$ cat src/rtl/ppcu_cfg.svh
`ifndef PPCU_CFG_SVH
`define PPCU_CFG_SVH

// ----------------------------------------------------------------
// register byte offsets
// ----------------------------------------------------------------
`define PPCU_OFS_CTRL 8'h00
`define PPCU_OFS_BARO 8'h04
`define PPCU_OFS_STATUS 8'h08
`define PPCU_OFS_SETPT 8'h10
`define PPCU_OFS_VMAP 8'h40

// ----------------------------------------------------------------
// field positions
// ----------------------------------------------------------------
`define PPCU_CTRL_PROMPT_LSB 0
`define PPCU_CTRL_ADDR_LSB 8
`define PPCU_CTRL_ABS_BIT 16

// ----------------------------------------------------------------
// reset values
// ----------------------------------------------------------------
`define PPCU_RST_PROMPT 8'h3E
`define PPCU_RST_ADDR 8'h31
`define PPCU_RST_ABS 1'b0
`define PPCU_RST_BARO 16'h0000
`define PPCU_RST_SETPT 16'h0000
`define PPCU_RST_VMAP 12'h000

// ----------------------------------------------------------------
// characters and command codes
// ----------------------------------------------------------------
`define PPCU_CHR_CR 8'h0D
`define PPCU_DEF_ADDR 8'h31
`define PPCU_CHR_DIG_LO 8'h31
`define PPCU_CHR_DIG_HI 8'h39
`define PPCU_CHR_LET_LO 8'h55
`define PPCU_CHR_LET_HI 8'h59
`define PPCU_MN_POS_HIGH 16'h5048
`define PPCU_MN_POS_MED 16'h504D
`define PPCU_MN_POS_LOW 16'h504C
`define PPCU_MN_NEG_HIGH 16'h4E48
`define PPCU_MN_NEG_MED 16'h4E4D
`define PPCU_MN_NEG_LOW 16'h4E4C
`define PPCU_MN_REINIT 16'h4943
`define PPCU_MN_ZERO 16'h5A4F

// ----------------------------------------------------------------
// bus responses
// ----------------------------------------------------------------
`define PPCU_RESP_OKAY 2'h0
`define PPCU_RESP_SLVERR 2'h2

`endif

$ cat src/rtl/ppcu_pkg.sv
package ppcu_pkg;

  typedef enum logic [2:0] {
    ST_IDLE = 3'b001,
    ST_EXEC = 3'b010,
    ST_PROMPT = 3'b100
  } ppcu_state_t;

  typedef struct packed {
    logic ok;
    logic has_addr;
    logic [7:0] addr;
    logic [15:0] mnem;
  } ppcu_cmd_t;

  typedef struct packed {
    logic en;
    logic [5:0] idx;
    logic [31:0] data;
    logic [3:0] strb;
  } ppcu_wr_t;

endpackage : ppcu_pkg

$ cat src/rtl/ppcu_linedec.sv
`timescale 1ns/1ps
`default_nettype none
`include "ppcu_cfg.svh"

module ppcu_linedec (
  input wire logic clk_i,
  input wire logic rst_b_i,
  input wire logic take_i,
  input wire logic [7:0] data_i,
  output var logic done_o,
  output var ppcu_pkg::ppcu_cmd_t cmd_o
);
  import ppcu_pkg::*;

  logic [23:0] chars_ff;
  logic [2:0] cnt_ff;
  logic done_ff;
  ppcu_cmd_t cmd_ff;
  ppcu_cmd_t nxt_cmd;

  wire cr_take = take_i && (data_i == `PPCU_CHR_CR);
  wire [2:0] nxt_cnt = (cnt_ff == 3'h4) ? cnt_ff : cnt_ff + 3'h1;

  // two characters: bare command; three: address then command
  assign nxt_cmd.ok = (cnt_ff == 3'h2) || (cnt_ff == 3'h3);
  assign nxt_cmd.has_addr = cnt_ff == 3'h3;
  assign nxt_cmd.addr = chars_ff[23:16];
  assign nxt_cmd.mnem = chars_ff[15:0];

  always_ff @(posedge clk_i or negedge rst_b_i)
  begin
    if (!rst_b_i)
    begin
      chars_ff <= 24'h000000;
      cnt_ff <= 3'h0;
      done_ff <= 1'b0;
      cmd_ff <= '0;
    end
    else
    begin
      done_ff <= cr_take; // RL15
      if (cr_take)
      begin
        cnt_ff <= 3'h0;
        cmd_ff <= nxt_cmd; // RL15
      end
      else if (take_i)
      begin
        chars_ff <= {chars_ff[15:0], data_i};
        cnt_ff <= nxt_cnt;
      end
    end
  end

  assign done_o = done_ff;
  assign cmd_o = cmd_ff;
endmodule : ppcu_linedec

`default_nettype wire

$ cat src/rtl/ppcu_axil.sv
`timescale 1ns/1ps
`default_nettype none
`include "ppcu_cfg.svh"

module ppcu_axil (
  input wire logic clk_i,
  input wire logic rst_b_i,
  input wire logic [7:0] awaddr_i,
  input wire logic awvalid_i,
  output var logic awready_o,
  input wire logic [31:0] wdata_i,
  input wire logic [3:0] wstrb_i,
  input wire logic wvalid_i,
  output var logic wready_o,
  output var logic [1:0] bresp_o,
  output var logic bvalid_o,
  input wire logic bready_i,
  input wire logic [7:0] araddr_i,
  input wire logic arvalid_i,
  output var logic arready_o,
  output var logic [31:0] rdata_o,
  output var logic [1:0] rresp_o,
  output var logic rvalid_o,
  input wire logic rready_i,
  output var ppcu_pkg::ppcu_wr_t wr_o,
  output var logic [7:0] rd_addr_o,
  input wire logic [31:0] rd_data_i,
  input wire logic rd_err_i,
  input wire logic wr_err_i
);
  import ppcu_pkg::*;

  logic awready_ff, wready_ff, bvalid_ff, arready_ff, rvalid_ff;
  logic [7:0] awaddr_ff;
  logic [31:0] wdata_ff, rdata_ff;
  logic [3:0] wstrb_ff;
  logic [1:0] bresp_ff, rresp_ff;

  wire aw_take = awvalid_i && awready_ff;
  wire w_take = wvalid_i && wready_ff;
  wire do_wr = !awready_ff && !wready_ff && !bvalid_ff;
  wire ar_take = arvalid_i && arready_ff;

  // ----------------------------------------------------------------
  // write channels, address and data in either order
  // ----------------------------------------------------------------
  always_ff @(posedge clk_i or negedge rst_b_i)
  begin
    if (!rst_b_i)
    begin
      awready_ff <= 1'b1;
      wready_ff <= 1'b1;
      bvalid_ff <= 1'b0;
      awaddr_ff <= 8'h00;
      wdata_ff <= 32'h00000000;
      wstrb_ff <= 4'h0;
      bresp_ff <= `PPCU_RESP_OKAY;
    end
    else
    begin
      if (aw_take)
      begin
        awaddr_ff <= awaddr_i;
        awready_ff <= 1'b0;
      end
      else if (do_wr)
        awready_ff <= 1'b1;
      if (w_take)
      begin
        wdata_ff <= wdata_i;
        wstrb_ff <= wstrb_i;
        wready_ff <= 1'b0;
      end
      else if (do_wr)
        wready_ff <= 1'b1;
      if (do_wr)
      begin
        bvalid_ff <= 1'b1;
        bresp_ff <= wr_err_i ? `PPCU_RESP_SLVERR : `PPCU_RESP_OKAY;
      end
      else if (bready_i)
        bvalid_ff <= 1'b0;
    end
  end

  // ----------------------------------------------------------------
  // read channel, data sampled when the address is taken
  // ----------------------------------------------------------------
  always_ff @(posedge clk_i or negedge rst_b_i)
  begin
    if (!rst_b_i)
    begin
      arready_ff <= 1'b1;
      rvalid_ff <= 1'b0;
      rdata_ff <= 32'h00000000;
      rresp_ff <= `PPCU_RESP_OKAY;
    end
    else if (ar_take)
    begin
      arready_ff <= 1'b0;
      rvalid_ff <= 1'b1;
      rdata_ff <= rd_data_i;
      rresp_ff <= rd_err_i ? `PPCU_RESP_SLVERR : `PPCU_RESP_OKAY;
    end
    else if (rvalid_ff && rready_i)
    begin
      rvalid_ff <= 1'b0;
      arready_ff <= 1'b1;
    end
  end

  assign wr_o = '{en: do_wr, idx: awaddr_ff[7:2], data: wdata_ff, strb: wstrb_ff};
  assign rd_addr_o = araddr_i;
  assign awready_o = awready_ff;
  assign wready_o = wready_ff;
  assign bvalid_o = bvalid_ff;
  assign bresp_o = bresp_ff;
  assign arready_o = arready_ff;
  assign rvalid_o = rvalid_ff;
  assign rdata_o = rdata_ff;
  assign rresp_o = rresp_ff;
endmodule : ppcu_axil

`default_nettype wire

$ cat src/rtl/ppcu_top.sv
// Contract
// RL1 - optional address: digits 1-9 or U to Y
// RL2 - no address means calibrator address one
// RL3 - prompt sent after every finished command; code sends none for an unknown code or bad address
// RL4 - prompt programmable, defaults to greater-than
// RL5 - positive high: load setpoint and valve map
// RL6 - positive medium: load setpoint and valve map
// RL7 - positive low: load setpoint and valve map
// RL8 - negative high: load setpoint and valve map
// RL9 - negative medium: load setpoint and valve map
// RL10 - negative low: load setpoint and valve map
// RL11 - negative magnitudes go to reference-minus output
// RL12 - reinit restores power-up state and valve map
// RL13 - after reinit no pressure output commanded
// RL14 - zero targets zero or barometric, zero map
// RL15 - decoding starts only after carriage return
// RL16 - foreign address ignored without any prompt
`timescale 1ns/1ps
`default_nettype none
`include "ppcu_cfg.svh"

module ppcu_top #(
  parameter int SP_W = 16,
  parameter int VALVES = 12
) (
  input wire logic CORE_CLK_I,
  input wire logic RST_B_I,
  input wire logic [7:0] AXI_AWADDR_I,
  input wire logic AXI_AWVALID_I,
  output var logic AXI_AWREADY_O,
  input wire logic [31:0] AXI_WDATA_I,
  input wire logic [3:0] AXI_WSTRB_I,
  input wire logic AXI_WVALID_I,
  output var logic AXI_WREADY_O,
  output var logic [1:0] AXI_BRESP_O,
  output var logic AXI_BVALID_O,
  input wire logic AXI_BREADY_I,
  input wire logic [7:0] AXI_ARADDR_I,
  input wire logic AXI_ARVALID_I,
  output var logic AXI_ARREADY_O,
  output var logic [31:0] AXI_RDATA_O,
  output var logic [1:0] AXI_RRESP_O,
  output var logic AXI_RVALID_O,
  input wire logic AXI_RREADY_I,
  input wire logic [7:0] CMD_DATA_I,
  input wire logic CMD_VALID_I,
  output var logic CMD_READY_O,
  output var logic [7:0] PROMPT_DATA_O,
  output var logic PROMPT_VALID_O,
  input wire logic PROMPT_READY_I,
  output var logic [VALVES-1:0] SOLENOID_O,
  output var logic [SP_W-1:0] TARGET_O,
  output var logic NORMAL_EN_O,
  output var logic REFMINUS_EN_O
);
  import ppcu_pkg::*;

  localparam int NSP = 6;
  localparam int NMAP = 8;
  localparam logic [5:0] IDX_CTRL = 6'(`PPCU_OFS_CTRL >> 2);
  localparam logic [5:0] IDX_BARO = 6'(`PPCU_OFS_BARO >> 2);
  localparam logic [5:0] IDX_STAT = 6'(`PPCU_OFS_STATUS >> 2);
  localparam logic [5:0] IDX_SETPT = 6'(`PPCU_OFS_SETPT >> 2);
  localparam logic [5:0] IDX_VMAP = 6'(`PPCU_OFS_VMAP >> 2);
  localparam logic [2:0] SEL_NEG_LO = 3'h3;
  localparam logic [2:0] SEL_REINIT = 3'h6;
  localparam logic [2:0] SEL_ZERO = 3'h7;
  localparam logic [15:0] MN_CODE [NMAP] = '{`PPCU_MN_POS_HIGH, `PPCU_MN_POS_MED,
    `PPCU_MN_POS_LOW, `PPCU_MN_NEG_HIGH, `PPCU_MN_NEG_MED, `PPCU_MN_NEG_LOW,
    `PPCU_MN_REINIT, `PPCU_MN_ZERO};

  function automatic logic [31:0] merge(input logic [31:0] old_v, input logic [31:0] new_v,
    input logic [3:0] strb);
    logic [31:0] res;
    res = old_v;
    for (int b = 0; b < 4; b++)
    begin
      if (strb[b])
        res[b*8 +: 8] = new_v[b*8 +: 8];
    end
    return res;
  endfunction : merge

  ppcu_wr_t wr;
  ppcu_cmd_t cmd;
  logic cmd_done;
  logic [7:0] rd_addr;
  logic [31:0] rd_data;
  logic rd_err, wr_err;
  ppcu_state_t st_ff, nxt_st;
  logic ready_ff, pvalid_ff, abs_ff, normal_ff, refm_ff;
  logic [7:0] pdata_ff, prompt_ff, own_addr_ff;
  logic [SP_W-1:0] baro_ff, target_ff;
  logic [SP_W-1:0] setpt_ff [NSP];
  logic [VALVES-1:0] vmap_ff [NMAP];
  logic [VALVES-1:0] solen_ff;
  logic [NMAP-1:0] mn_hit;
  logic [2:0] sel;

  // ----------------------------------------------------------------
  // register bus and command line
  // ----------------------------------------------------------------
  wire cmd_take = CMD_VALID_I && ready_ff;
  wire cr_take = cmd_take && (CMD_DATA_I == `PPCU_CHR_CR);

  ppcu_axil u_axil (
    .clk_i(CORE_CLK_I), .rst_b_i(RST_B_I),
    .awaddr_i(AXI_AWADDR_I), .awvalid_i(AXI_AWVALID_I), .awready_o(AXI_AWREADY_O),
    .wdata_i(AXI_WDATA_I), .wstrb_i(AXI_WSTRB_I), .wvalid_i(AXI_WVALID_I),
    .wready_o(AXI_WREADY_O), .bresp_o(AXI_BRESP_O), .bvalid_o(AXI_BVALID_O),
    .bready_i(AXI_BREADY_I), .araddr_i(AXI_ARADDR_I), .arvalid_i(AXI_ARVALID_I),
    .arready_o(AXI_ARREADY_O), .rdata_o(AXI_RDATA_O), .rresp_o(AXI_RRESP_O),
    .rvalid_o(AXI_RVALID_O), .rready_i(AXI_RREADY_I), .wr_o(wr), .rd_addr_o(rd_addr),
    .rd_data_i(rd_data), .rd_err_i(rd_err), .wr_err_i(wr_err)
  );

  ppcu_linedec u_dec (
    .clk_i(CORE_CLK_I), .rst_b_i(RST_B_I), .take_i(cmd_take),
    .data_i(CMD_DATA_I), .done_o(cmd_done), .cmd_o(cmd)
  );

  // ----------------------------------------------------------------
  // command qualification
  // ----------------------------------------------------------------
  wire dig_ok = (cmd.addr >= `PPCU_CHR_DIG_LO) && (cmd.addr <= `PPCU_CHR_DIG_HI);
  wire let_ok = (cmd.addr >= `PPCU_CHR_LET_LO) && (cmd.addr <= `PPCU_CHR_LET_HI);
  wire addr_ok = !cmd.has_addr || dig_ok || let_ok; // RL1
  wire [7:0] eff_addr = cmd.has_addr ? cmd.addr : `PPCU_DEF_ADDR; // RL2
  wire for_me = eff_addr == own_addr_ff; // RL16

  genvar g;
  generate
    for (g = 0; g < NMAP; g++)
    begin : g_mn
      assign mn_hit[g] = cmd.mnem == MN_CODE[g];
    end
  endgenerate

  always_comb
  begin
    sel = 3'h0;
    for (int i = 0; i < NMAP; i++)
    begin
      if (mn_hit[i])
        sel = 3'(i);
    end
  end

  wire known = |mn_hit;
  wire accept = cmd_done && cmd.ok && addr_ok && for_me && known; // RL1 RL15 RL16
  wire is_sp = sel < 3'(NSP);
  wire is_neg = is_sp && (sel >= SEL_NEG_LO);
  wire [SP_W-1:0] sel_sp = is_sp ? setpt_ff[sel] : '0;
  wire [VALVES-1:0] sel_map = vmap_ff[sel];
  wire [SP_W-1:0] zero_tgt = abs_ff ? baro_ff : '0; // RL14

  // ----------------------------------------------------------------
  // command sequencer
  // ----------------------------------------------------------------
  always_comb
  begin
    nxt_st = st_ff;
    case (st_ff)
      ST_IDLE: if (accept) nxt_st = ST_EXEC;
      ST_EXEC: nxt_st = ST_PROMPT;
      ST_PROMPT: if (PROMPT_READY_I) nxt_st = ST_IDLE;
      default: nxt_st = ST_IDLE;
    endcase
  end

  wire exec = st_ff == ST_EXEC;

  always_ff @(posedge CORE_CLK_I or negedge RST_B_I)
  begin
    if (!RST_B_I)
    begin
      st_ff <= ST_IDLE;
      ready_ff <= 1'b1;
      pvalid_ff <= 1'b0;
      pdata_ff <= `PPCU_RST_PROMPT;
    end
    else
    begin
      st_ff <= nxt_st;
      ready_ff <= (nxt_st == ST_IDLE) && !cr_take; // RL15
      if (exec)
      begin
        pvalid_ff <= 1'b1; // RL3
        pdata_ff <= prompt_ff; // RL4
      end
      else if (PROMPT_READY_I)
        pvalid_ff <= 1'b0;
    end
  end

  // ----------------------------------------------------------------
  // pressure target and valve outputs
  // ----------------------------------------------------------------
  always_ff @(posedge CORE_CLK_I or negedge RST_B_I)
  begin
    if (!RST_B_I)
    begin
      solen_ff <= `PPCU_RST_VMAP;
      target_ff <= '0;
      normal_ff <= 1'b0;
      refm_ff <= 1'b0;
    end
    else if (exec)
    begin
      solen_ff <= sel_map; // RL5 RL6 RL7 RL8 RL9 RL10 RL12 RL14
      if (is_sp)
      begin
        target_ff <= sel_sp; // RL5 RL6 RL7 RL8 RL9 RL10
        normal_ff <= !is_neg;
        refm_ff <= is_neg; // RL11
      end
      else if (sel == SEL_REINIT)
      begin
        target_ff <= '0; // RL12
        normal_ff <= 1'b0; // RL13
        refm_ff <= 1'b0; // RL13
      end
      else
      begin
        target_ff <= zero_tgt; // RL14
        normal_ff <= 1'b1;
        refm_ff <= 1'b0;
      end
    end
  end

  // ----------------------------------------------------------------
  // configuration registers
  // ----------------------------------------------------------------
  wire wr_ctrl = wr.en && (wr.idx == IDX_CTRL);
  wire wr_baro = wr.en && (wr.idx == IDX_BARO);
  wire [31:0] ctrl_rd = {15'h0000, abs_ff, own_addr_ff, prompt_ff};
  wire [31:0] ctrl_new = merge(ctrl_rd, wr.data, wr.strb);
  wire [31:0] baro_new = merge(32'(baro_ff), wr.data, wr.strb);

  always_ff @(posedge CORE_CLK_I or negedge RST_B_I)
  begin
    if (!RST_B_I)
    begin
      prompt_ff <= `PPCU_RST_PROMPT; // RL4
      own_addr_ff <= `PPCU_RST_ADDR;
      abs_ff <= `PPCU_RST_ABS;
      baro_ff <= `PPCU_RST_BARO;
    end
    else
    begin
      if (wr_ctrl)
      begin
        prompt_ff <= ctrl_new[`PPCU_CTRL_PROMPT_LSB +: 8]; // RL4
        own_addr_ff <= ctrl_new[`PPCU_CTRL_ADDR_LSB +: 8];
        abs_ff <= ctrl_new[`PPCU_CTRL_ABS_BIT];
      end
      if (wr_baro)
        baro_ff <= baro_new[SP_W-1:0];
    end
  end

  generate
    for (g = 0; g < NMAP; g++)
    begin : g_store
      wire map_hit = wr.en && (wr.idx == IDX_VMAP + 6'(g));
      wire [31:0] map_new = merge(32'(vmap_ff[g]), wr.data, wr.strb);
      always_ff @(posedge CORE_CLK_I or negedge RST_B_I)
      begin
        if (!RST_B_I)
          vmap_ff[g] <= `PPCU_RST_VMAP;
        else if (map_hit)
          vmap_ff[g] <= map_new[VALVES-1:0];
      end
      if (g < NSP)
      begin : g_sp
        wire sp_hit = wr.en && (wr.idx == IDX_SETPT + 6'(g));
        wire [31:0] sp_new = merge(32'(setpt_ff[g]), wr.data, wr.strb);
        always_ff @(posedge CORE_CLK_I or negedge RST_B_I)
        begin
          if (!RST_B_I)
            setpt_ff[g] <= `PPCU_RST_SETPT;
          else if (sp_hit)
            setpt_ff[g] <= sp_new[SP_W-1:0];
        end
      end
    end
  endgenerate

  // ----------------------------------------------------------------
  // read decode
  // ----------------------------------------------------------------
  wire [5:0] rd_idx = rd_addr[7:2];
  wire [5:0] sp_off = rd_idx - IDX_SETPT;
  wire [5:0] map_off = rd_idx - IDX_VMAP;
  wire rd_sp = (rd_idx >= IDX_SETPT) && (sp_off < 6'(NSP));
  wire rd_map = (rd_idx >= IDX_VMAP) && (map_off < 6'(NMAP));
  wire [31:0] stat_rd = 32'({st_ff != ST_IDLE, refm_ff, normal_ff, target_ff});
  wire wr_sp = (wr.idx >= IDX_SETPT) && (wr.idx - IDX_SETPT < 6'(NSP));
  wire wr_map = (wr.idx >= IDX_VMAP) && (wr.idx - IDX_VMAP < 6'(NMAP));
  assign wr_err = !((wr.idx == IDX_CTRL) || (wr.idx == IDX_BARO) || wr_sp || wr_map);

  always_comb
  begin
    rd_data = 32'h00000000;
    rd_err = 1'b0;
    if (rd_idx == IDX_CTRL)
      rd_data = ctrl_rd;
    else if (rd_idx == IDX_BARO)
      rd_data = 32'(baro_ff);
    else if (rd_idx == IDX_STAT)
      rd_data = stat_rd;
    else if (rd_sp)
      rd_data = 32'(setpt_ff[sp_off[2:0]]);
    else if (rd_map)
      rd_data = 32'(vmap_ff[map_off[2:0]]);
    else
      rd_err = 1'b1;
  end

  assign CMD_READY_O = ready_ff;
  assign PROMPT_VALID_O = pvalid_ff;
  assign PROMPT_DATA_O = pdata_ff;
  assign SOLENOID_O = solen_ff;
  assign TARGET_O = target_ff;
  assign NORMAL_EN_O = normal_ff;
  assign REFMINUS_EN_O = refm_ff;
endmodule : ppcu_top

`default_nettype wire

$ cat config.mk
export PLATFORM = sky130hd
export DESIGN_NAME = ppcu_top
export DESIGN_NICKNAME = d
export VERILOG_FILES = /design/src/rtl/ppcu_pkg.sv /design/src/rtl/ppcu_linedec.sv /design/src/rtl/ppcu_axil.sv /design/src/rtl/ppcu_top.sv
export VERILOG_INCLUDE_DIRS = /design/src /design/src/rtl
export SDC_FILE = /design/constraint.sdc
export NUM_CORES = 1
export LEC_CHECK = 0
export ABC_AREA = 1
export BUFFER_PORTS_ARGS = -buffer_cell sky130_fd_sc_hd__buf_2
export CAP_MARGIN = 15
export CORE_MARGIN = 2
export CORE_UTILIZATION = 50
export CTS_CLUSTER_SIZE = 25
export DETAILED_ROUTE_END_ITERATION = 10
export PLACE_DENSITY = 0.75
export SLEW_MARGIN = 20
export SYNTH_ARGS = -nofsm -noshare
export SYNTH_HDL_FRONTEND = slang
export SYNTH_SLANG_ARGS = --single-unit
$ cat constraint.sdc
create_clock -name CORE_CLK_I -period 2.8 [get_ports CORE_CLK_I]
set_input_delay 0.56 -clock CORE_CLK_I [delete_from_list [all_inputs] [get_ports CORE_CLK_I]]
set_output_delay 0.56 -clock CORE_CLK_I [all_outputs]
set_load 0.05 [all_outputs]
==> flow_summary.yaml, run 1 <==
cts:
  cts_buffer_depth: 3
  clk_pin_slew_ns: 0.06
  holdBufCountCts: 1
  cts.sinks: 374
  clock_latency_ns: 0.58
  numCtsBuffers: 42
  cts_max_level: 2
  cts_setup_buffers: 0
  cts_resized: 0
  cts_root_buf: "clkbuf_16"
  cts_tree: "built"
final_layout:
  fillCellCount: 3535
  antennaDiodeCount: 0
  nNetsFinal: 2646
  drive_above_1_share_pct: 12.16
  syn_to_final_growth_pct: 13.15
worst_setup_path:
  worstPathRequired_ns: 3.27
  critical_path_peak_fanout: 16
  cp-end-kind: "flop"
  timing.rr.start: "u_axil.awaddr_ff[4]$_DFFE_PN0P_"
  start_kind: "flop"
  cp-startpoint: "u_axil.awaddr_ff[4]$_DFFE_PN0P_"
  arrival_ns: 2.82
  crit_type: "flop to flop"
power_and_ir_drop:
  p_per_area_nw_per_um2: 776.2
  vdd_drop_max_v: 0.0007781
  power.leakage_nw: 10.47
timing:
  min_period_over_period_pct: 83.98
  rsz0062_at_grt: "no"
  hold_viol: 0
  fmax_ghz: 0.4253
  slew_headroom_pct: 39.39
  timing.hold.ws_ns: 0.1438
  report.final.slew_viol_count: 0
  fin_crit_ns: 2.352
  worst_pin_slew_ns: 0.9070
  finClkSkew_ns: 0.02217
  setup_viol: 0
  setup_tns_ns: 0
die:
  initial_core_util_pct: 50.42
  num_rows: 72
  dieWidth_um: 200.7
  dieArea_sq_um: 40290
  coreArea_sq_um: 38380
  die_h_um: 200.7
  io_pins: 150
routing:
  detail-route-antenna-nets: 0
  wl_per_cell_um: 18.51
  drc: 0
  viasPerCell: 5.757
  drt-total-wl_um: 57700
  dr_total_vias: 17950
  dr.pass1.iters: 6
  drtIter0Drc: 1666
job:
  max_cap_viol_count: 0
logic_synthesis:
  avgSynthCellArea_sq_um: 7.730
  ys_async_sr_fraction_pct: 100.0
  synth-edff-count: 0
  synth_seq_area_share_pct: 48.49
  ys_seq_elements: 374
  synth.area.top_cells: "dfrtp_1, nand2_1, o21ai_0, nand3_1, inv_1"
  synth_warnings: 0
  synth_ff_type: "dfrtp_1"
  yosys.area.top_type_share_pct: 46.04
  synthCells: 2503
  synth.distinct_cells: 45
  yosysMostFrequentCell: "nand2_1"
  synth_area_sq_um: 19350
  synth_top_cell_by_area: "dfrtp_1"
  synth_common_cells: "nand2_1, dfrtp_1, o21ai_0, nand3_1, inv_1"
placement:
  io_buffers: 114
  dp_hpwl_um: 38430
  routabilityCongestion: 0.8962
worst_hold_path:
  worstHoldStart: "AXI_WVALID_I"
  hold_path_class: "primary input to flop"
global_routing:
  grt_pass1_wl_um: 94060
  grt_pass1_vias: 17550
  grtUsageTotal_pct: 29.01
  gr-total-overflow: 0
  grt_max_degree: 98
  antenna_found_initial: 0
outcome:
  status: "finished clean"
layer usage:
metal  track usage (%)  up-vias  share of wire [%]
li1                  -     8324                  -
met1             38.33     8573                 41
met2             46.54      863                 46
met3             5.276      185                7.8
met4             13.73        0                4.6
met5                 0        -                  0
flip-flops by register name, indices dropped and copies added, names as in the netlist, 8 cells and up:
| register | flops |
|---|---|
| setpt_ff | 96 |
| vmap_ff | 96 |
| u_dec.cmd_o | 26 |
| u_dec.chars_ff | 24 |
| u_axil.rdata_o | 19 |
| u_axil.wdata_ff | 17 |
| TARGET_O | 16 |
| baro_ff | 16 |
| SOLENOID_O | 12 |
| PROMPT_DATA_O | 8 |
| own_addr_ff | 8 |
| prompt_ff | 8 |
path summary, 6_finish.rpt:
kind	end	slack, ns	cells after the start
worst max-delay path	own_addr_ff[7]$_DFFE_PN0P_	0.45	6
worst min register to register	SOLENOID_O[11]$_DFFE_PN0P_	0.48	2
min in group asynchronous	u_axil.bvalid_o$_DFFE_PN0P_	0.53	2
max in group asynchronous	PROMPT_DATA_O[3]$_DFFE_PN1P_	1.43	3
worst min-delay path	u_axil.wready_o$_DFFE_PN1P_	0.14	2
worst max register to register	own_addr_ff[7]$_DFFE_PN0P_	0.45	6
layout make-up:
cell class	instances	area, sq um	area share, %
Sequential cell	374	9382	42.85
Multi-Input combinational cell	1724	8309	37.95
Clock buffer	59	1206	5.509
Timing Repair Buffer	171	1149	5.246
Inverter	253	949.7	4.338
Tap cell	518	648.1	2.960
Clock inverter	18	250.2	1.143
metrics by stage:
stage          cell area, sq um  setup slack (ns)  instances  util, %  total power, mW
2_1_floorplan             19400            0.3060       2517        -            9.925
3_3_place_gp              20430            0.3588       3039    53.23            11.01
3_5_place_dp              20430            0.2490       3039    53.23            11.20
4_1_cts                   21890            0.4617       3117    57.05            17.05
5_1_grt                   21890            0.1918       3117    57.05            17.93
6_report                  21890            0.4484       3117    57.05            16.99
cell families (layout without fill, tap and decap cells):
group / Yosys count / in the layout / share of synthesized area (%)
and+or+nand+nor: 1160 / 1160 / 25.82
AOI/OAI and AO/OA: 511 / 511 / 14.48
buffers and inverters: 419 / 501 / 8.950
other: 1 / 15 / 0.01938
xor gates and xnor gates: 3 / 3 / 0.1358
muxes: 24 / 24 / 1.397
adders and majority gates: 11 / 11 / 0.7113
DFF: 374 / 374 / 48.49
report_power, final:
| group | switching (mW) | internal (mW) |
|---|---|---|
| Sequential | 0.827 | 6.52 |
| Combinational | 2.69 | 1.14 |
| Clock | 2.34 | 3.49 |
cells in the final DEF (no fill, tap or decap), types with 3 or more instances in the layout:
master / count
a21oi_1: 116
a22oi_1: 3
a41oi_1: 16
buf_12: 11
buf_2: 113
buf_4: 45
bufinv_16: 5
clkbuf_1: 9
clkbuf_16: 43
clkbuf_8: 7
clkinv_2: 7
conb_1: 15
dfrtp_1: 356
dfstp_2: 18
ha_1: 11
inv_1: 240
inv_2: 12
mux2_2: 24
nand2_1: 703
nand2_2: 4
nand3_1: 277
nand3b_1: 32
nand4_1: 16
nor2_1: 88
nor2_2: 5
nor2_4: 3
nor3_1: 11
nor3_2: 3
nor3b_1: 3
nor4_1: 6
o211ai_1: 40
o21ai_0: 310
o221ai_1: 12
or2_2: 5
xor2_1: 3
critical path: stages, from the launching register on:
cell     delay [ns]
dfrtp_1        0.40
inv_1          0.21
ha_1           0.21
inv_1          0.07
nor3_1         0.42
nand3_1        0.54
o21ai_0        0.39
Note: power is estimated with default switching activity, not from simulation.
==> run 2, diff against run 1 <==
==> constraint.sdc (replaced) <==
create_clock -name CORE_CLK_I -period 2.4 [get_ports CORE_CLK_I]
set_input_delay 0.48 -clock CORE_CLK_I [delete_from_list [all_inputs] [get_ports CORE_CLK_I]]
set_output_delay 0.48 -clock CORE_CLK_I [all_outputs]
set_load 0.05 [all_outputs]
==> flow_summary.yaml, run 2 (synthesized netlist as in run 1, its figures left out) <==
cts:
  cts_buffer_depth: 3
  cts_max_level: 2
  clk_pin_slew_ns: 0.06
  numCtsBuffers: 40
  clock_latency_ns: 0.57
  cts_tree: "built"
  cts_root_buf: "clkbuf_16"
  cts.sinks: 374
global_routing:
  antenna_found_initial: 0
  grt_pass1_vias: 17570
  grt_pass1_wl_um: 92850
  grt_max_degree: 98
  grtUsageTotal_pct: 28.80
  gr-total-overflow: 0
worst_setup_path:
  start_kind: "flop"
  worstPathRequired_ns: 2.85
  timing.rr.start: "u_dec.cmd_o[15]$_DFFE_PN0P_"
  crit_chain: "nor2_2 > nand2_1 > nor2_1 > nand2_1 > nand4_4 > buf_12 > nand2_1 > nand3_1 > nand2_1 > a21oi_1 > nor2_1"
  arrival_ns: 2.67
  critical_path_peak_fanout: 27
  r2r_end: "TARGET_O[9]$_DFFE_PN0P_"
  cp-end-kind: "flop"
  cp_top_family: "simple AND/OR/NAND/NOR gates"
  r2r_slack_ns: 0.18
  crit_type: "flop to flop"
  critPathSlowestCell: "dfrtp_1"
  ff2ff_path_depth: 11
  cp_slowest_stage_delay_ns: 0.40
  crit_buf_inv: 1
  cpMostUsedCell: "nand2_1"
die:
  dieArea_sq_um: 40290
  die_h_um: 200.7
  num_rows: 72
  dieWidth_um: 200.7
  io_pins: 150
  coreArea_sq_um: 38380
  initial_core_util_pct: 50.42
placement:
  routabilityCongestion: 0.9217
  dp_hpwl_um: 39080
  io_buffers: 114
job:
  max_cap_viol_count: 0
routing:
  dr.pass1.iters: 6
  dr_total_vias: 17850
  detail-route-antenna-nets: 0
  viasPerCell: 5.694
  wl_per_cell_um: 18.37
  drt-total-wl_um: 57580
  drc: 0
  drtIter0Drc: 1769
timing:
  min_period_over_period_pct: 92.63
  setup_viol: 0
  hold_viol: 0
  fin_crit_ns: 2.223
  report.final.slew_viol_count: 0
  finClkSkew_ns: 0.01581
  fmax_ghz: 0.4498
  timing.hold.ws_ns: 0.07305
  rsz0062_at_grt: "yes"
  slew_headroom_pct: 48.58
  worst_pin_slew_ns: 0.7713
worst_hold_path:
  hold_depth: 2
  worstHoldStart: "AXI_WVALID_I"
  holdPathEnd: "u_axil.wready_o$_DFFE_PN1P_"
  hold_path_class: "primary input to flop"
power_and_ir_drop:
  p_per_area_nw_per_um2: 864.9
  power.leakage_nw: 10.53
  vdd_drop_max_v: 0.001006
  power_mw: 19.03
final_layout:
  drive_above_1_share_pct: 12.84
  final_common_cell: "nand2_1"
  syn_to_final_growth_pct: 13.71
  final_util_pct: 57.33
  antennaDiodeCount: 0
  final_cell_mix: "nand2_1, dfrtp_1, o21ai_0"
  fillCellCount: 3566
  nNetsFinal: 2670
outcome:
  status: "finished clean"
[run 2: cell count changes in the layout (fill, tap and decap cells not counted), sizes merged]
| cell | change |
|---|---|
| buf | +26 |
| bufinv | -5 |
| clkinv | -3 |
| clkinvlp | -2 |
| clkbuf | +1 |
| inv | +1 |
[run 2: through the flow]
step                cells  TNS (ns)  cell area (sq um)  worst slack (ns)
floorplan            2517         0              19400           0.01341
global placement     3064         0              20730            0.1156
detailed placement   3064         0              20730           0.04739
CTS                  3134         0              21980            0.1708
global route         3135  -0.02240              22000          -0.01513
finish               3135         0              22000            0.1769
[run 2: cell type report]
cell class,instances,area [sq um],share of cell area [%]
Clock buffer,60,1187,5.397
Clock inverter,9,52.55,0.2389
Inverter,253,949.7,4.316
Multi-Input combinational cell,1724,8322,37.82
Sequential cell,374,9382,42.64
Tap cell,518,648.1,2.946
Timing Repair Buffer,197,1460,6.637
[run 2: power breakdown]
part | switching (mW) | internal, mW | total (mW)
Clock | 2.56 | 3.41 | 5.97
Combinational | 3.16 | 1.34 | 4.50
Sequential | 0.962 | 7.60 | 8.57
[run 2: worst max path at each step]
stage	endpoint	startpoint	depth (start not counted)	slack, ns
floorplan	u_axil.rdata_o[12]$_DFFE_PN0P_	AXI_ARADDR_I[4]	12	0.01
global placement	u_axil.rdata_o[10]$_DFFE_PN0P_	AXI_ARADDR_I[4]	11	0.12
detailed placement	u_axil.rdata_o[7]$_DFFE_PN0P_	AXI_ARADDR_I[4]	11	0.05
CTS	SOLENOID_O[6]$_DFFE_PN0P_	u_dec.cmd_o[15]$_DFFE_PN0P_	11	0.17
global route	vmap_ff[31]$_DFFE_PN0P_	u_axil.awaddr_ff[5]$_DFFE_PN0P_	6	-0.02
finish	TARGET_O[9]$_DFFE_PN0P_	u_dec.cmd_o[15]$_DFFE_PN0P_	11	0.18
[run 2: repair_timing]
action	4_1_cts	5_1_grt
setup endpoints to repair	0	14
gates resized for setup	0	3
setup buffers	0	1
endpoints found under the hold margin	46	0
hold buffers	1	0
[run 2: per-layer routing]
layer	track usage [%]	vias up	part of all wire, %
li1	-	8369	-
met3	4.188	177	7.0
met4	15.98	0	5.3
met2	46.13	805	46
met1	37.87	8500	41
met5	0	-	0
[run 2: worst register-to-register path: stages, from the launching register on]
cell	delay [ns]
dfrtp_1	0.40
nor2_2	0.17
nand2_1	0.12
nor2_1	0.20
nand2_1	0.14
nand4_4	0.25
buf_12	0.22
nand2_1	0.09
nand3_1	0.08
nand2_1	0.11
a21oi_1	0.27
nor2_1	0.07
==> run 3, diff against run 2 <==
--- a/config.mk
+++ b/config.mk
@@ -14,6 +14,7 @@
 export CTS_CLUSTER_SIZE = 25
 export DETAILED_ROUTE_END_ITERATION = 10
 export PLACE_DENSITY = 0.75
+export RECOVER_POWER = 25
 export SLEW_MARGIN = 20
 export SYNTH_ARGS = -nofsm -noshare
 export SYNTH_HDL_FRONTEND = slang
==> flow_summary.yaml, run 3 (synthesized netlist as in run 1, its figures left out) <==
final_layout:
  final_cell_mix: "nand2_1, dfrtp_1, o21ai_0"
  syn_to_final_growth_pct: 13.40
  drive_above_1_share_pct: 12.61
  layout.cells.non_filler: 3135
  final_common_cell: "nand2_1"
  nNetsFinal: 2670
  antennaDiodeCount: 0
power_and_ir_drop:
  vdd_drop_max_v: 0.0009992
  power_mw: 19.02
  power.leakage_nw: 10.50
  p_per_area_nw_per_um2: 866.6
placement:
  routabilityCongestion: 0.9217
  dp_hpwl_um: 39080
  dp_cells: 3064
  io_buffers: 114
die:
  initial_core_util_pct: 50.42
  die_h_um: 200.7
  dieArea_sq_um: 40290
  num_rows: 72
  dieWidth_um: 200.7
  coreArea_sq_um: 38380
  io_pins: 150
cts:
  cts_root_buf: "clkbuf_16"
  numCtsBuffers: 40
  cts_max_level: 2
  clock_latency_ns: 0.57
  cts_tree: "built"
  cts_buffer_depth: 3
  clk_pin_slew_ns: 0.06
  cts.sinks: 374
timing:
  min_period_over_period_pct: 91.54
  finClkSkew_ns: 0.01154
  rsz0062_at_grt: "yes"
  setup_viol: 0
  report.final.slew_viol_count: 0
  fin_crit_ns: 2.197
  slew_headroom_pct: 22.79
  fmax_ghz: 0.4552
  hold_viol: 0
  worst_pin_slew_ns: 1.158
global_routing:
  grt_max_degree: 98
  gr-total-overflow: 0
  grt_pass1_wl_um: 92850
  antenna_found_initial: 0
  grtUsageTotal_pct: 28.80
  grt_pass1_vias: 17570
routing:
  drt-total-wl_um: 57800
  drtIter0Drc: 1705
  drc: 0
  viasPerCell: 5.730
  dr.pass1.iters: 6
  wl_per_cell_um: 18.44
  dr_total_vias: 17960
  detail-route-antenna-nets: 0
worst_setup_path:
  cp-end-kind: "flop"
  start_kind: "flop"
  crit_type: "flop to flop"
  critical_path_peak_fanout: 27
  worstPathRequired_ns: 2.85
  arrival_ns: 2.65
outcome:
  status: "finished clean"
job:
  max_cap_viol_count: 0
worst_hold_path:
  hold_path_class: "primary input to flop"
-- run 3: per-stage QoR --
step | setup WS [ns] | hold WS, ns | utilization, % | setup TNS [ns] | area, sq um
6_report | 0.2029 | 0.06884 | 57.17 | 0 | 21940
3_3_place_gp | 0.1156 | 0.4607 | 54.02 | 0 | 20730
3_5_place_dp | 0.04739 | 0.4606 | 54.02 | 0 | 20730
5_1_grt | -0.01513 | 0.04961 | 57.17 | -0.02240 | 21940
4_1_cts | 0.1708 | 0.05393 | 57.27 | 0 | 21980
2_1_floorplan | 0.01341 | 0.1844 | - | 0 | 19400
-- run 3: path summary, 6_finish.rpt --
kind / start / end / slack (ns) / depth (start not counted)
hold / removal: AXI_WVALID_I / u_axil.wready_o$_DFFE_PN1P_ / 0.07 / 2
min in group asynchronous: RST_B_I / setpt_ff[91]$_DFFE_PN0P_ / 0.46 / 2
hold reg to reg: SOLENOID_O[2]$_DFFE_PN0P_ / SOLENOID_O[2]$_DFFE_PN0P_ / 0.47 / 2
setup / recovery: u_dec.cmd_o[15]$_DFFE_PN0P_ / TARGET_O[9]$_DFFE_PN0P_ / 0.20 / 11
setup reg to reg: u_dec.cmd_o[15]$_DFFE_PN0P_ / TARGET_O[9]$_DFFE_PN0P_ / 0.20 / 11
max in group asynchronous: RST_B_I / u_dec.chars_ff[4]$_DFFE_PN0P_ / 0.44 / 3
-- run 3: cell type report --
type	instances	area, sq um
Clock inverter	9	52.55
Inverter	253	949.7
Timing Repair Buffer	197	1400
Clock buffer	60	1187
Tap cell	518	648.1
Multi-Input combinational cell	1724	8322
Sequential cell	374	9382
Fill cell	3576	16440
-- run 3: timing repair --
action,in CTS,in global routing
endpoints found under the setup margin,0,14
hold buffers,1,0
hold endpoints to repair,46,0
resized for setup,0,3
buffers inserted,0,1
-- run 3: worst max-delay path, stage by stage (launching register included) --
cell and delay (ns):
dfrtp_1 0.40, nor2_2 0.17, nand2_1 0.12, nor2_1 0.19, nand2_1 0.14, nand4_4 0.24, buf_12 0.22, nand2_1 0.07
nand3_1 0.08, nand2_1 0.11, a21oi_1 0.26, nor2_1 0.07
-- run 3: power by group --
group | switching (mW) | internal [mW]
logic | 3.15 | 1.33
registers | 0.964 | 7.60
clock network | 2.56 | 3.41
total | 6.68 | 12.3
-- run 3: per-layer routing --
metal,routed length [um],vias up,part of all wire [%],GRT usage (%)
met5,0,-,0,0
met4,3097,0,5.4,15.98
met3,4347,191,7.5,4.188
met2,26570,846,46,46.13
met1,23780,8563,41,37.87
li1,-,8362,-,-
